==> src/common/rstctl_pkg.sv <==
// Constants, encodings and carriers shared by the reset and sleep controller.
package rstctl_pkg;

  // Clock and time base.
  localparam int CLK_PERIOD_NS = 100;
  localparam int CLK_MHZ = 10;

  // Least low time on the external reset pin, rounded up to cycles.
  localparam int EXT_MIN_PULSE_NS = 2500;
  localparam int EXT_MIN_CYCLES_I =
    (EXT_MIN_PULSE_NS + CLK_PERIOD_NS - 1) / CLK_PERIOD_NS;
  localparam logic [4:0] EXT_MIN_CYCLES = 5'(EXT_MIN_CYCLES_I);

  // Reset stretch periods chosen by the startup fuses.
  localparam int TOUT_MIN_CYCLES_I = 6;
  localparam int TOUT_FAST_US = 4100;
  localparam int TOUT_SLOW_US = 65000;
  localparam int TOUT_FAST_CYCLES = TOUT_FAST_US * CLK_MHZ;
  localparam int TOUT_SLOW_CYCLES = TOUT_SLOW_US * CLK_MHZ;
  localparam int CNT_W = 20;
  localparam logic [CNT_W-1:0] TOUT_MIN_CYCLES = 20'(TOUT_MIN_CYCLES_I);

  // Register offsets on the APB slave.
  localparam logic [7:0] ADDR_CTRL = 8'h00;
  localparam logic [7:0] ADDR_FLAGS = 8'h04;
  localparam logic [7:0] ADDR_DIS0 = 8'h08;
  localparam logic [7:0] ADDR_DIS1 = 8'h0c;
  localparam logic [7:0] ADDR_STATE = 8'h10;

  // Field positions and reset values.
  localparam int CTRL_SCAN_DIS_BIT = 0;
  localparam logic [4:0] FLAGS_RESET = 5'h01;
  localparam logic [4:0] FLAGS_POR = 5'h01;
  localparam logic [7:0] DIS_RESET = 8'h00;
  localparam logic CTRL_RESET = 1'b0;

  // Brown-out level fuse code that leaves the detector off.
  localparam logic [2:0] BROWNOUT_OFF_CODE = 3'h7;

  // Sleep mode codes that stop the main clock.
  localparam logic [2:0] SLEEP_PDOWN = 3'h2;
  localparam logic [2:0] SLEEP_PSAVE = 3'h3;

  // Reset sequencer states, one-hot.
  typedef enum logic [2:0] {
    S_HOLD = 3'b001,
    S_STRETCH = 3'b010,
    S_RUN = 3'b100
  } rst_state_e;

  // One bit per reset source; also the layout of the flag register.
  typedef struct packed {
    logic scan;
    logic watchdog;
    logic brownout;
    logic external;
    logic poweron;
  } src_s;

  // Power and enable controls sent to the rest of the chip.
  typedef struct packed {
    logic brownout_enable;
    logic watchdog_run;
    logic vref_enable;
    logic main_clock_keep;
    logic scan_port_enabled;
  } pwr_s;

endpackage : rstctl_pkg

==> src/rtl/level_sync3.sv <==
// Three-stage synchroniser with agreement check for asynchronous levels.
`timescale 1ns/1ps
module level_sync3 #(
  parameter logic RESET_VAL = 1'b0
) (
  input wire logic mclk,
  input wire logic rst,
  input wire logic ce,
  input wire logic async_in,
  output logic sync_out
);

  logic meta;
  logic s2;
  logic s3;

  // The output moves only when stages two and three agree, so a single
  // resolved glitch from the first stage never reaches the user.
  always_ff @(posedge mclk or posedge rst) begin
    if (rst) begin
      meta <= RESET_VAL;
      s2 <= RESET_VAL;
      s3 <= RESET_VAL;
      sync_out <= RESET_VAL;
    end else if (ce) begin
      meta <= async_in;
      s2 <= meta;
      s3 <= s2;
      if (s2 == s3) begin
        sync_out <= s3;
      end
    end
  end

endmodule : level_sync3

==> src/rtl/reset_power_ctl.sv <==
// Reset combiner, reset stretcher and sleep power controls with APB access.
//
// Design decisions made here: the APB slave port and the register addresses.
`timescale 1ns/1ps
// How it works
// - Reset returns control registers to defaults; release pulses cpu_start.
// - Port reset output follows raw power-on, pin, brown-out and scan levels with no clock needed; watchdog enters through its registered pulse.
// - Internal reset stays high for a fuse-selected count after sources clear.
// - Exactly five sources: power-on, pin, watchdog, brown-out, scan register.
// - Reset held while the power-on detector reports low supply.
// - Pin reset only after the pin stays low the minimum pulse length.
// - Watchdog timeout causes reset only while the watchdog is enabled.
// - Brown-out causes reset only while the detector is fuse-enabled.
// - Reset held while the scan-chain reset bit is one.
// - Brown-out detector stays enabled in every sleep mode when fused on.
// - Enabled watchdog keeps running in every sleep mode.
// - Reference on only while brown-out, comparator or converter need it.
// - In sleep with both I/O and converter clocks stopped: buffers off except wake pins.
// - Software disables single input buffers through two disable registers.
// - Debug fuse keeps main clock running in power-down and power-save while the scan port is enabled.
// - Scan port off when disable bit is one or enable fuse unprogrammed.
// - TDO undriven while scan port enabled but not shifting.
// - Watchdog reset is a one-cycle pulse; stretch starts one cycle after it falls.
// - Watchdog flag set on watchdog reset, cleared by power-on or zero write.
module reset_power_ctl
  import rstctl_pkg::*;
#(
  parameter logic [CNT_W-1:0] TOUT_FAST = 20'(TOUT_FAST_CYCLES),
  parameter logic [CNT_W-1:0] TOUT_SLOW = 20'(TOUT_SLOW_CYCLES)
) (
  input wire logic mclk,
  input wire logic rst,
  input wire logic ce,
  input wire logic psel,
  input wire logic penable,
  input wire logic pwrite,
  input wire logic [7:0] paddr,
  input wire logic [31:0] pwdata,
  output logic [31:0] prdata,
  output logic pready,
  output logic pslverr,
  input wire logic poweron_low,
  input wire logic ext_reset_n,
  input wire logic brownout_low,
  input wire logic watchdog_enable,
  input wire logic watchdog_timeout,
  input wire logic scan_reset_bit,
  input wire logic [2:0] brownout_level_fuses,
  input wire logic [1:0] startup_time_fuses,
  input wire logic [3:0] clock_select_fuses,
  input wire logic debug_enable_fuse,
  input wire logic scan_port_enable_fuse,
  input wire logic comparator_uses_ref,
  input wire logic adc_enable,
  input wire logic sleep_active,
  input wire logic [2:0] sleep_mode,
  input wire logic io_clk_stopped,
  input wire logic adc_clk_stopped,
  input wire logic [15:0] wake_pin_keep,
  input wire logic tap_shifting,
  input wire logic tap_tdo,
  output logic sys_reset,
  output logic io_reset_async,
  output logic cpu_start,
  output rstctl_pkg::pwr_s pwr,
  output logic [15:0] input_buffer_disable,
  output logic tdo_out,
  output logic tdo_oe_n
);
  import rstctl_pkg::*;

  // Stretch length from the startup and clock-select fuses.
  function automatic logic [CNT_W-1:0] tout_target(
    input logic [1:0] stime,
    input logic [3:0] csel
  );
    logic [CNT_W-1:0] t;
    t = TOUT_MIN_CYCLES;
    if (stime == 2'h1) begin
      t = TOUT_FAST;
    end else if (stime[1] || csel[3]) begin
      t = TOUT_SLOW;
    end
    return t;
  endfunction : tout_target

  logic por_sync;
  logic ext_low_sync;
  logic brownout_low_sync;
  logic [4:0] ext_cnt;
  logic wdt_pulse;
  src_s src;
  src_s flags;
  src_s next_flags;
  logic src_any;
  rst_state_e state;
  rst_state_e next_state;
  logic [CNT_W-1:0] stretch_cnt;
  logic [CNT_W-1:0] target;
  logic stretch_done;
  logic scan_dis;
  logic [7:0] dis0;
  logic [7:0] dis1;
  logic brownout_on;
  logic scan_en;
  pwr_s next_pwr;
  logic [15:0] next_ibuf;
  logic wr_en;
  logic rd_setup;
  logic hit;
  logic [31:0] rd_mux;

  // Asynchronous detector and pin levels pass a three-stage synchroniser.
  level_sync3 #(.RESET_VAL(1'b1)) u_por_sync (
    .mclk(mclk),
    .rst(rst),
    .ce(ce),
    .async_in(poweron_low),
    .sync_out(por_sync)
  );

  level_sync3 #(.RESET_VAL(1'b0)) u_ext_sync (
    .mclk(mclk),
    .rst(rst),
    .ce(ce),
    .async_in(~ext_reset_n),
    .sync_out(ext_low_sync)
  );

  level_sync3 #(.RESET_VAL(1'b0)) u_brownout_sync (
    .mclk(mclk),
    .rst(rst),
    .ce(ce),
    .async_in(brownout_low),
    .sync_out(brownout_low_sync)
  );

  // Source requests, one per documented cause.
  assign brownout_on = (brownout_level_fuses != BROWNOUT_OFF_CODE);
  assign src.poweron = por_sync;
  assign src.external = ext_low_sync && (ext_cnt == EXT_MIN_CYCLES);
  assign src.watchdog = wdt_pulse;
  assign src.brownout = brownout_low_sync && brownout_on;
  assign src.scan = scan_reset_bit;
  assign src_any = |src;

  // Port reset works from the raw power-on, pin, brown-out and scan levels with no clock; the watchdog enters via the clocked wdt_pulse.
  // Short pin glitches can reach it; the stretched reset filters them.
  assign io_reset_async = poweron_low | ~ext_reset_n | wdt_pulse |
    (brownout_low & brownout_on) | scan_reset_bit | sys_reset;

  // Pin low-time filter saturates at the minimum pulse length.
  always_ff @(posedge mclk or posedge rst) begin
    if (rst) begin
      ext_cnt <= 5'h00;
    end else if (ce) begin
      if (!ext_low_sync) begin
        ext_cnt <= 5'h00;
      end else if (ext_cnt != EXT_MIN_CYCLES) begin
        ext_cnt <= ext_cnt + 5'h01;
      end
    end
  end

  // Watchdog request is cut to a single cycle; the stretch then starts
  // one cycle after the pulse's falling edge, once the sequencer samples it low.
  always_ff @(posedge mclk or posedge rst) begin
    if (rst) begin
      wdt_pulse <= 1'b0;
    end else if (ce) begin
      wdt_pulse <= watchdog_timeout && watchdog_enable && !wdt_pulse;
    end
  end

  // Sequencer: hold while any source is active, then stretch, then run.
  assign target = tout_target(startup_time_fuses, clock_select_fuses);
  assign stretch_done = (stretch_cnt == target - 20'h00001);

  always_comb begin
    next_state = state;
    case (state)
      S_HOLD: begin
        if (!src_any) begin
          next_state = S_STRETCH;
        end
      end
      S_STRETCH: begin
        if (src_any) begin
          next_state = S_HOLD;
        end else if (stretch_done) begin
          next_state = S_RUN;
        end
      end
      S_RUN: begin
        if (src_any) begin
          next_state = S_HOLD;
        end
      end
      default: begin
        next_state = S_HOLD;
      end
    endcase
  end

  // The stretch counter only runs in the stretch state and is cleared
  // everywhere else, so a reasserted source always restarts from zero.
  always_ff @(posedge mclk or posedge rst) begin
    if (rst) begin
      state <= S_HOLD;
      stretch_cnt <= '0;
      sys_reset <= 1'b1;
      cpu_start <= 1'b0;
    end else if (ce) begin
      state <= next_state;
      if (next_state == S_STRETCH && state == S_STRETCH) begin
        stretch_cnt <= stretch_cnt + 20'h00001;
      end else begin
        stretch_cnt <= '0;
      end
      sys_reset <= (next_state != S_RUN);
      cpu_start <= (next_state == S_RUN) && (state == S_STRETCH);
    end
  end

  // Flags: set wins over a software clear; power-on clears the others.
  always_comb begin
    next_flags = flags;
    if (wr_en && paddr == ADDR_FLAGS) begin
      next_flags = flags & src_s'(pwdata[4:0]);
    end
    if (src.poweron) begin
      next_flags = src_s'(FLAGS_POR);
    end
    next_flags = next_flags | src;
  end

  always_ff @(posedge mclk or posedge rst) begin
    if (rst) begin
      flags <= src_s'(FLAGS_RESET);
    end else if (ce) begin
      flags <= next_flags;
    end
  end

  // APB slave: zero wait states, error on unmapped addresses.
  assign wr_en = psel && penable && pwrite;
  assign rd_setup = psel && !penable;
  assign pready = 1'b1;
  assign hit = (paddr == ADDR_CTRL) || (paddr == ADDR_FLAGS) ||
    (paddr == ADDR_DIS0) || (paddr == ADDR_DIS1) || (paddr == ADDR_STATE);
  assign pslverr = psel && penable && !hit;
  assign rd_mux =
    (paddr == ADDR_CTRL) ? {31'h0, scan_dis} :
    (paddr == ADDR_FLAGS) ? {27'h0, flags} :
    (paddr == ADDR_DIS0) ? {24'h0, dis0} :
    (paddr == ADDR_DIS1) ? {24'h0, dis1} :
    (paddr == ADDR_STATE) ? {27'h0, scan_en, state, sys_reset} :
    32'h0;

  // Read data is captured in the setup cycle and stands for the access.
  always_ff @(posedge mclk or posedge rst) begin
    if (rst) begin
      prdata <= 32'h0;
    end else if (ce && rd_setup) begin
      prdata <= rd_mux;
    end
  end

  // Control registers fall back to their defaults while reset is held.
  always_ff @(posedge mclk or posedge rst) begin
    if (rst) begin
      scan_dis <= CTRL_RESET;
      dis0 <= DIS_RESET;
      dis1 <= DIS_RESET;
    end else if (ce) begin
      if (sys_reset) begin
        scan_dis <= CTRL_RESET;
        dis0 <= DIS_RESET;
        dis1 <= DIS_RESET;
      end else if (wr_en && paddr == ADDR_CTRL) begin
        scan_dis <= pwdata[CTRL_SCAN_DIS_BIT];
      end else if (wr_en && paddr == ADDR_DIS0) begin
        dis0 <= pwdata[7:0];
      end else if (wr_en && paddr == ADDR_DIS1) begin
        dis1 <= pwdata[7:0];
      end
    end
  end

  // Power controls. The detector and watchdog ignore the sleep state by
  // design: leaving them on costs current but keeps protection in sleep.
  assign scan_en = scan_port_enable_fuse && !scan_dis;
  assign next_pwr.brownout_enable = brownout_on;
  assign next_pwr.watchdog_run = watchdog_enable;
  assign next_pwr.vref_enable = brownout_on || comparator_uses_ref ||
    adc_enable;
  assign next_pwr.main_clock_keep = debug_enable_fuse && scan_en &&
    sleep_active && (sleep_mode == SLEEP_PDOWN ||
    sleep_mode == SLEEP_PSAVE);
  assign next_pwr.scan_port_enabled = scan_en;
  assign next_ibuf = {dis1, dis0} |
    ((sleep_active && io_clk_stopped && adc_clk_stopped) ?
    ~wake_pin_keep : 16'h0000);

  always_ff @(posedge mclk or posedge rst) begin
    if (rst) begin
      pwr <= '0;
      input_buffer_disable <= 16'h0000;
      tdo_out <= 1'b0;
      tdo_oe_n <= 1'b1;
    end else if (ce) begin
      pwr <= next_pwr;
      input_buffer_disable <= next_ibuf;
      tdo_out <= tap_tdo;
      tdo_oe_n <= !(scan_en && tap_shifting);
    end
  end
endmodule : reset_power_ctl
==> config.mk <==
export PLATFORM = sky130hd
export DESIGN_NAME = reset_power_ctl
export DESIGN_NICKNAME = d
export VERILOG_FILES = /design/src/common/rstctl_pkg.sv /design/src/rtl/level_sync3.sv /design/src/rtl/reset_power_ctl.sv
export SDC_FILE = /design/constraint.sdc
export NUM_CORES = 1
export LEC_CHECK = 0
export ABC_AREA = 1
export BUFFER_PORTS_ARGS = -buffer_cell sky130_fd_sc_hd__buf_2
export CORE_ASPECT_RATIO = 0.6
export CORE_UTILIZATION = 45
export CTS_BUF_LIST = sky130_fd_sc_hd__clkbuf_4
export DETAILED_ROUTE_END_ITERATION = 10
export PLACE_DENSITY = 0.71
export SYNTH_ARGS = -nofsm -noshare
export SYNTH_HDL_FRONTEND = slang
export SYNTH_SLANG_ARGS = --single-unit
==> constraint.sdc <==
create_clock -name mclk -period 11.3 [get_ports mclk]
set_input_delay 3.39 -clock mclk [delete_from_list [all_inputs] [get_ports mclk]]
set_output_delay 3.39 -clock mclk [all_outputs]
set_load 0.05 [all_outputs]
==> key figures, run 1 <==
Outcome
  • Status: completed

Worst setup path
  • Worst setup path start: paddr[2]
  • Top cell by count, worst path: buf_2
  • Slowest cell on the critical path: buf_2
  • Crit. End Element: output pin
  • Buf/Inv on CP: 4
  • Startpoint types: input pin
  • Critical Path End: pslverr
  • Critical Path Stages: 8
  • Worst Path Arrival: 4.42 ns
  • CP max FO: 6
  • Largest stage delay on the critical path: 0.26 ns
  • Critical path class: input pin to output pin
  • Crit-path leading delay family: simple AND/OR/NAND/NOR gates
  • Reg2reg end: stretch_cnt[4]
  • Worst Path Required: 7.91 ns
  • Reg2Reg Depth: 9
  • Worst R2R Start: stretch_cnt[0]
  • R2r setup slk: 9.48 ns
  • Crit-path cells: buf_2 > inv_2 > nand4_1 > inv_1 > nand2_1 > nand3_1 > nor2_1 > buf_2

Yosys
  • Synth area leader: dfrtp_1
  • Post-synthesis sequential area ratio: 0.469
  • Synth Warn #: 0
  • Syn Inst Count: 671
  • Area share of the largest cell type after synthesis: 0.428
  • EDFF count, synth: 0
  • Synthesis-stage register bit count: 96
  • Synth area leaders: dfrtp_1, nand2_1, inv_1
  • Mean Syn Cell Area: 7.67 sq um
  • Netlist cell types: 35
  • Cell Area, Synth: 5140 sq um
  • Fraction of registers with async set/reset: 1.00
  • Top FF cell, synth: dfrtp_1

Clock tree
  • Num CTS Buffers: 9
  • Hold buffer count at CTS: 0
  • Clock-pin slew on the worst setup and hold paths: 0.16 ns
  • Root buf cell: clkbuf_4
  • H-Tree Depth: 3
  • CTS resizes: 0
  • Clock latency on the worst-skew pair: 0.47 ns
  • CTS tree: yes
  • CTS Sinks: 96
  • Clock Path Buffers: 2
  • Post-CTS setup buffers: 0

STA
  • Fin. max-slew vios: 0
  • Slew headroom: 0.308
  • RSZ-0062 raised after global routing: no
  • Final Cycle Share: 0.691
  • Final TNS setup: 0 ns
  • Worst Clk Skew: 0.0180 ns
  • Final min period: 7.81 ns
  • Actual slew at the worst max-slew pin: 1.03 ns
  • Final setup viols: 0
  • Hold slack: 0.476 ns
  • Final WS setup: 3.49 ns
  • Final Hold Vio Count: 0
  • FMAX: 128 MHz

Placed design
  • Number of buffers inserted by port buffering: 95
  • Gpl congestion: 0.914
  • Post-Place Setup Slack: 3.53 ns
  • Post-DP Area: 5620 sq um
  • HPWL reported at the end of detailed placement: 9500 um

GRT
  • Initial antenna violation count: 0
  • Pin count of the biggest net entering global routing: 67
  • Global-route wire length before repair: 20900 um
  • Vias in the first global route: 4103
  • GRT Util Overall: 0.228
  • GRT Residual Overflow: 0

Route
  • Initial DRC count: 329
  • Drc violations: 0
  • Drt first pass iters: 5
  • Routed len/inst: 14.3 um
  • Antenna Nets Post-Route: 0
  • Via count: 4593
  • Detailed Route WL: 12900 um
  • Average vias per placed instance: 5.09

Power
  • Pwr dens: 119 nW/um^2
  • Clk pwr share: 0.294
  • Seq pwr share: 0.545
  • Int Power: 0.000463 W
  • Switching share of power: 0.328
  • Worst VDD drop: 0.0000504 V
  • NetSw: 0.000226 W
  • Leakage: 3.00 nW
  • Logic gate share of total power: 0.161

Cells and area
  • # diodes: 0
  • Final nets: 851
  • Share of cells above drive strength 1: 0.191
  • Most common cell after layout, fill and taps aside: nand2_1
  • Layout area overhead: 12.2%
  • Most frequent cells in the layout: nand2_1, buf_2, dfrtp_1, nor2_1, inv_1
  • Register area: 2410 sq um
  • Cell area after layout: 5770 sq um
  • FILL cells: 1063
  • Footprint of the multi-input gates: 2260 sq um

Floorplan
  • Num rows: 29
  • Full die area: 11900 sq um
  • Starting density of the core: 0.474
  • Die Span X: 140 um
  • Num ports: 149
  • Die height: 84.8 um
  • Core Box Area: 10800 sq um

Job
  • Number of max-cap violations: 0

Hold path
  • Hold/Removal Path Class: register to register
-- metrics by stage --
stage / util / total power, W / cells
2_1_floorplan: - / 0.000468 / 694
3_3_place_gp: 0.518 / 0.000489 / 887
3_5_place_dp: 0.518 / 0.000493 / 887
4_1_cts: 0.532 / 0.000694 / 903
5_1_grt: 0.532 / 0.000721 / 903
6_report: 0.532 / 0.000689 / 903
-- synth_stat cells (4+ instances only) --
library cell and n:
nand4_1 9, a21oi_1 44, o21ai_0 46, buf_4 25, nand3_1 43, o22ai_1 4, o21ai_1 9, nor3_1 8
xor2_1 8, o21ai_2 9, nand2_1 181, nand2_2 5, dfstp_2 8, dfrtp_1 88, clkbuf_1 11, buf_2 5
nor2_1 69, inv_1 70
-- state kept, by name, indices dropped and copies added (netlist names), 3 cells and up --
signal	count
prdata	8
stretch_cnt	20
ext_cnt	5
dis0	8
pwr	5
input_buffer_disable	16
flags	5
dis1	8
state	3
-- power groups by stage --
stage / Clock, W / Combinational, W / Sequential, W
3_5_place_dp: 0 / 0.000111 / 0.000382
5_1_grt: 0.000220 / 0.000123 / 0.000378
2_1_floorplan: 0 / 0.0000746 / 0.000393
6_report: 0.000202 / 0.000111 / 0.000376
3_3_place_gp: 0 / 0.000107 / 0.000381
4_1_cts: 0.000207 / 0.000111 / 0.000376
-- how the worst min path moves through the flow --
| stage | startpoint | end | slack, ns | cells past startpoint |
|---|---|---|---|---|
| after floorplan | u_ext_sync.s2 | u_ext_sync.s2 | 0.44 | 2 |
| after global placement | pwr[3] | pwr[3] | 0.45 | 2 |
| after detailed placement | u_por_sync.s2 | u_por_sync.s2 | 0.45 | 2 |
| after CTS | u_por_sync.s2 | u_por_sync.s2 | 0.48 | 2 |
| after global routing | u_por_sync.s3 | u_por_sync.s3 | 0.50 | 2 |
| final | u_por_sync.s2 | u_por_sync.s2 | 0.48 | 2 |
-- worst reg2reg max path, delay by kind of cell (launching register included) --
family	cells	cell delay [ns]
buffers and inverters	1	0.06
flip-flops	1	0.54
AO/OA/AOI/OAI	1	0.13
AND/OR/NAND/NOR	7	0.99
-- cell type report --
class | instances | share of cell area
Sequential cell | 96 | 0.418
Multi-Input combinational cell | 481 | 0.392
Timing Repair Buffer | 97 | 0.0850
Inverter | 74 | 0.0483
Tap cell | 139 | 0.0301
Clock inverter | 7 | 0.0147
Clock buffer | 9 | 0.0117
-- logic make-up (layout without fill, tap and decap cells) --
| kind of cell | Yosys count | in the layout | synth area share |
|---|---|---|---|
| simple gates | 322 | 322 | 0.265 |
| compound gates | 119 | 119 | 0.129 |
| buf+inv | 117 | 187 | 0.108 |
| flops | 96 | 96 | 0.469 |
| xor+xnor | 11 | 11 | 0.0187 |
| fa+ha+maj | 3 | 3 | 0.00730 |
| other cells | 2 | 25 | 0.00146 |
| mux | 1 | 1 | 0.00195 |
-- per-layer routing --
| layer | up-vias | GRT usage | routed length, um |
|---|---|---|---|
| met5 | - | 0 | 0 |
| met1 | 2101 | 0.359 | 6730 |
| met4 | 0 | 0.0639 | 185 |
| met3 | 21 | 0.0688 | 1060 |
| li1 | 2281 | - | - |
| met2 | 190 | 0.292 | 4930 |
Note: power is estimated with default switching activity, not from simulation.
==> inputs of run 2 (changes only) <==
PLACE_DENSITY = 0.74   (was 0.71)
clock period = 6.4 ns   (was 11.3 ns; I/O delays follow)
==> key figures, run 2 (synthesis gave the netlist of run 1 again) <==
Power
  • Leakage: 3.02 nW
  • Switching share of power: 0.330
  • Logic gate share of total power: 0.159
  • Seq pwr share: 0.540
  • Int Power: 0.000823 W
  • NetSw: 0.000406 W
  • Overall power: 0.00123 W
  • Worst VDD drop: 0.0000928 V
  • Pwr dens: 212 nW/um^2
  • Clk pwr share: 0.301

GRT
  • GRT Residual Overflow: 0
  • Vias in the first global route: 4227
  • Initial antenna violation count: 0
  • Global-route wire length before repair: 21400 um
  • GRT Util Overall: 0.232
  • Pin count of the biggest net entering global routing: 58

Cells and area
  • Final nets: 852
  • Share of cells above drive strength 1: 0.192
  • Layout area overhead: 12.5%
  • Register area: 2410 sq um
  • Most frequent cells in the layout: nand2_1, buf_2, dfrtp_1, nor2_1, inv_1
  • # diodes: 0
  • Footprint of the multi-input gates: 2260 sq um
  • Cell area after layout: 5790 sq um
  • Top reg by flops: stretch_cnt
  • Largest register FFs: 20
  • Top flop regs: stretch_cnt (20), input_buffer_disable (16)
  • FILL cells: 1034
  • Most common cell after layout, fill and taps aside: nand2_1

STA
  • Worst Clk Skew: 0.0236 ns
  • Final min period: 4.84 ns
  • Fin. max-slew vios: 0
  • Final setup viols: 0
  • Final Hold Vio Count: 0
  • FMAX: 206 MHz
  • Final TNS setup: 0 ns
  • Final WS setup: 1.56 ns
  • Slew headroom: 0.251
  • Actual slew at the worst max-slew pin: 1.12 ns
  • RSZ-0062 raised after global routing: no
  • Final Cycle Share: 0.757

Worst setup path
  • Buf/Inv on CP: 4
  • Crit. End Element: output pin
  • Startpoint types: input pin
  • CP max FO: 6
  • Crit-path cells: buf_2 > inv_2 > nand4_1 > inv_1 > nand2_1 > nand3_1 > nor2_1 > buf_2
  • Worst Path Arrival: 2.92 ns
  • Critical path class: input pin to output pin
  • Reg2Reg Depth: 9
  • Worst Path Required: 4.48 ns
  • Crit-path leading delay family: buffers and inverters
  • Slowest cell on the critical path: buf_2
  • Top cell by count, worst path: buf_2
  • Largest stage delay on the critical path: 0.27 ns
  • Critical Path Stages: 8

Route
  • WL met2: 5160 um
  • Detailed Route WL: 13100 um
  • Via count: 4682
  • Average vias per placed instance: 5.18
  • Highest routed metal layer: met4
  • Antenna Nets Post-Route: 0
  • Drc violations: 0
  • Metal3 WL: 1180 um
  • Routed len/inst: 14.5 um
  • Initial DRC count: 373
  • Drt first pass iters: 5
  • Wl on met1: 6610 um

Clock tree
  • Clock Path Buffers: 2
  • Root buf cell: clkbuf_4
  • CTS tree: yes
  • Clock latency on the worst-skew pair: 0.49 ns
  • Num CTS Buffers: 9
  • CTS resizes: 0
  • Post-CTS setup buffers: 0
  • Clock-pin slew on the worst setup and hold paths: 0.16 ns
  • H-Tree Depth: 3
  • CTS Sinks: 96
  • Hold buffer count at CTS: 0

Placed design
  • Post-DP Area: 5630 sq um
  • Number of buffers inserted by port buffering: 95
  • Post-Place Setup Slack: 1.57 ns
  • Gpl congestion: 0.945
  • HPWL reported at the end of detailed placement: 9780 um

Floorplan
  • Core Box Area: 10800 sq um
  • Starting density of the core: 0.474
  • Die height: 84.8 um
  • Full die area: 11900 sq um
  • Die Span X: 140 um
  • Num rows: 29
  • Num ports: 149

Outcome
  • Status: completed

Job
  • Number of max-cap violations: 0

Hold path
  • Hold path depth: 2
  • Hold/Removal Path Class: register to register
## run 2: worst reg2reg max path, delay by kind of cell (launching register included)
| family | cells | cell delay, ns |
|---|---|---|
| AND/OR/NAND/NOR | 7 | 1.02 |
| flip-flops | 1 | 0.55 |
| buffers and inverters | 1 | 0.06 |
| AO/OA/AOI/OAI | 1 | 0.13 |
## run 2: final timing paths
| check | from | end | slack [ns] |
|---|---|---|---|
| max | paddr[2] | pslverr | 1.56 |
| min | u_por_sync.s2 | u_por_sync.s2 | 0.47 |
| max reg2reg | stretch_cnt[0] | stretch_cnt[0] | 4.52 |
| min reg2reg | u_por_sync.s2 | u_por_sync.s2 | 0.47 |
| max in group asynchronous | rst | u_por_sync.meta | 3.70 |
| min in group asynchronous | rst | pwr[2] | 1.60 |
## run 2: per-stage QoR
| step | hold slack [ns] | std cells | utilization |
|---|---|---|---|
| 2_1_floorplan | 0.442 | 694 | - |
| 3_3_place_gp | 0.451 | 888 | 0.519 |
| 3_5_place_dp | 0.453 | 888 | 0.519 |
| 4_1_cts | 0.478 | 904 | 0.534 |
| 5_1_grt | 0.506 | 904 | 0.534 |
| 6_report | 0.474 | 904 | 0.534 |
## run 2: power groups by stage
stage / registers [W] / clock network [W] / logic [W]
6_report: 0.000664 / 0.000370 / 0.000195
4_1_cts: 0.000663 / 0.000378 / 0.000196
2_1_floorplan: 0.000694 / 0 / 0.000132
3_5_place_dp: 0.000674 / 0 / 0.000196
3_3_place_gp: 0.000673 / 0 / 0.000191
5_1_grt: 0.000668 / 0.000401 / 0.000216
## run 2: cell type report
| class | count | area share |
|---|---|---|
| Clock buffer | 9 | 0.0117 |
| Sequential cell | 96 | 0.417 |
| Timing Repair Buffer | 98 | 0.0860 |
| Multi-Input combinational cell | 481 | 0.391 |
| Tap cell | 139 | 0.0300 |
| Clock inverter | 7 | 0.0164 |
| Inverter | 74 | 0.0482 |
## run 2: per-layer routing
layer  global-route usage  up-vias
met4               0.0619        0
met5                    0        -
met1                0.361     2193
li1                     -     2285
met2                0.325      194
met3               0.0491       10
==> inputs of run 3 (changes only) <==
clock period = 4.1 ns   (was 6.4 ns; I/O delays follow)
==> key figures, run 3 (synthesis gave the netlist of run 1 again) <==
Route
  • Average vias per placed instance: 5.13
  • Antenna Nets Post-Route: 0
  • Via count: 4644
  • Detailed Route WL: 13100 um
  • Highest routed metal layer: met4
  • Wl on met1: 6430 um
  • Drt first pass iters: 5
  • Drc violations: 0
  • Initial DRC count: 378
  • Routed len/inst: 14.4 um
  • Metal3 WL: 1430 um
  • WL met2: 5100 um

STA
  • RSZ-0062 raised after global routing: no
  • Final min period: 3.47 ns
  • Final setup viols: 0
  • Final WS setup: 0.633 ns
  • FMAX: 288 MHz
  • Actual slew at the worst max-slew pin: 1.08 ns
  • Final Cycle Share: 0.846
  • Worst Clk Skew: 0.0148 ns
  • Fin. max-slew vios: 0
  • Final Hold Vio Count: 0
  • Slew headroom: 0.279
  • Final TNS setup: 0 ns

Clock tree
  • Clock-pin slew on the worst setup and hold paths: 0.14 ns
  • Clock Path Buffers: 2
  • Clock latency on the worst-skew pair: 0.44 ns
  • CTS Sinks: 96
  • CTS tree: yes
  • Num CTS Buffers: 9
  • Post-CTS setup buffers: 0
  • CTS resizes: 0
  • Hold buffer count at CTS: 0
  • Root buf cell: clkbuf_4
  • H-Tree Depth: 3

Power
  • Logic gate share of total power: 0.161
  • Worst VDD drop: 0.000192 V
  • Seq pwr share: 0.541
  • Int Power: 0.00134 W
  • Pwr dens: 330 nW/um^2
  • Leakage: 3.03 nW
  • Clk pwr share: 0.299
  • Switching share of power: 0.299
  • NetSw: 0.000573 W

Worst setup path
  • Critical Path Stages: 8
  • Critical path class: input pin to output pin
  • Critical Path End: pslverr
  • Slowest cell on the critical path: buf_2
  • Worst Path Arrival: 2.24 ns
  • Top cell by count, worst path: buf_2
  • Reg2reg end: stretch_cnt[16]
  • Crit-path leading delay family: buffers and inverters
  • Worst Path Required: 2.87 ns
  • CP max FO: 6
  • Crit-path cells: buf_2 > inv_2 > nand4_1 > inv_1 > nand2_1 > nand3_1 > nor2_1 > buf_2
  • Largest stage delay on the critical path: 0.26 ns
  • Startpoint types: input pin
  • Crit. End Element: output pin
  • Worst setup path start: paddr[2]
  • Worst R2R Start: stretch_cnt[8]
  • Buf/Inv on CP: 4
  • R2r setup slk: 2.30 ns
  • Reg2Reg Depth: 8

Cells and area
  • Most common cell after layout, fill and taps aside: nand2_1
  • Share of cells above drive strength 1: 0.193
  • # diodes: 0
  • Largest register FFs: 20
  • Cell area after layout: 5810 sq um
  • Top reg by flops: stretch_cnt
  • Most frequent cells in the layout: nand2_1, buf_2, dfrtp_1, nor2_1, inv_1
  • Layout area overhead: 12.9%
  • Top flop regs: stretch_cnt (20), input_buffer_disable (16)
  • Final nets: 854

Placed design
  • Gpl congestion: 0.919
  • Post-Place Setup Slack: 0.650 ns
  • Post-DP Area: 5640 sq um
  • Number of buffers inserted by port buffering: 95
  • HPWL reported at the end of detailed placement: 9990 um

Floorplan
  • Full die area: 11900 sq um
  • Starting density of the core: 0.474
  • Core Box Area: 10800 sq um
  • Num ports: 149
  • Num rows: 29
  • Die Span X: 140 um
  • Die height: 84.8 um

Job
  • Number of max-cap violations: 0

GRT
  • GRT Residual Overflow: 0
  • Vias in the first global route: 4179
  • Initial antenna violation count: 0
  • Pin count of the biggest net entering global routing: 50
  • Global-route wire length before repair: 21200 um
  • GRT Util Overall: 0.233

Hold path
  • Hold/Removal Path Class: register to register

Outcome
  • Status: completed
==> run 3: worst min path at each step <==
stage                              from       endpoint  slack, ns  depth (start not counted)
after floorplan           u_ext_sync.s2  u_ext_sync.s2       0.44                          2
after global placement    u_por_sync.s2  u_por_sync.s2       0.45                          2
after detailed placement  u_por_sync.s2  u_por_sync.s2       0.45                          2
after CTS                 u_por_sync.s2  u_por_sync.s2       0.48                          2
after global routing      u_por_sync.s2  u_por_sync.s2       0.50                          2
final                     u_por_sync.s2  u_por_sync.s2       0.48                          2
==> run 3: through the flow <==
step	cells	hold slack, ns	total power (W)	util
2_1_floorplan	694	0.442	0.00129	-
3_3_place_gp	890	0.453	0.00135	0.520
3_5_place_dp	890	0.455	0.00136	0.520
4_1_cts	906	0.476	0.00194	0.535
5_1_grt	906	0.496	0.00201	0.535
6_report	906	0.476	0.00192	0.535
==> run 3: power by group through the flow <==
| stage | registers (W) | clock network, W | logic, W |
|---|---|---|---|
| floorplan | 0.00108 | 0 | 0.000206 |
| global placement | 0.00105 | 0 | 0.000299 |
| global route | 0.00104 | 0.000628 | 0.000340 |
| detailed placement | 0.00105 | 0 | 0.000308 |
| CTS | 0.00104 | 0.000593 | 0.000308 |
| finish | 0.00104 | 0.000572 | 0.000308 |
==> run 3: cell type report <==
class / instances / area [sq um]
clock buffer: 11 / 82.6
clock inverter: 5 / 81.3
fill: 1042 / 5040
inverter: 74 / 279
multi-input combinational: 481 / 2260
sequential: 96 / 2410
tap: 139 / 174
timing repair buffer: 100 / 513
==> run 3: per-layer routing <==
layer	up-vias	GRT usage
met1	2128	0.360
met3	9	0.0598
met2	228	0.323
met4	0	0.0509
met5	-	0
li1	2279	-
==> run 3: tightest hold or removal path: stages (launching register included) <==
cell	delay [ns]
dfstp_2	0.40
nand2_1	0.05
nand2_1	0.04
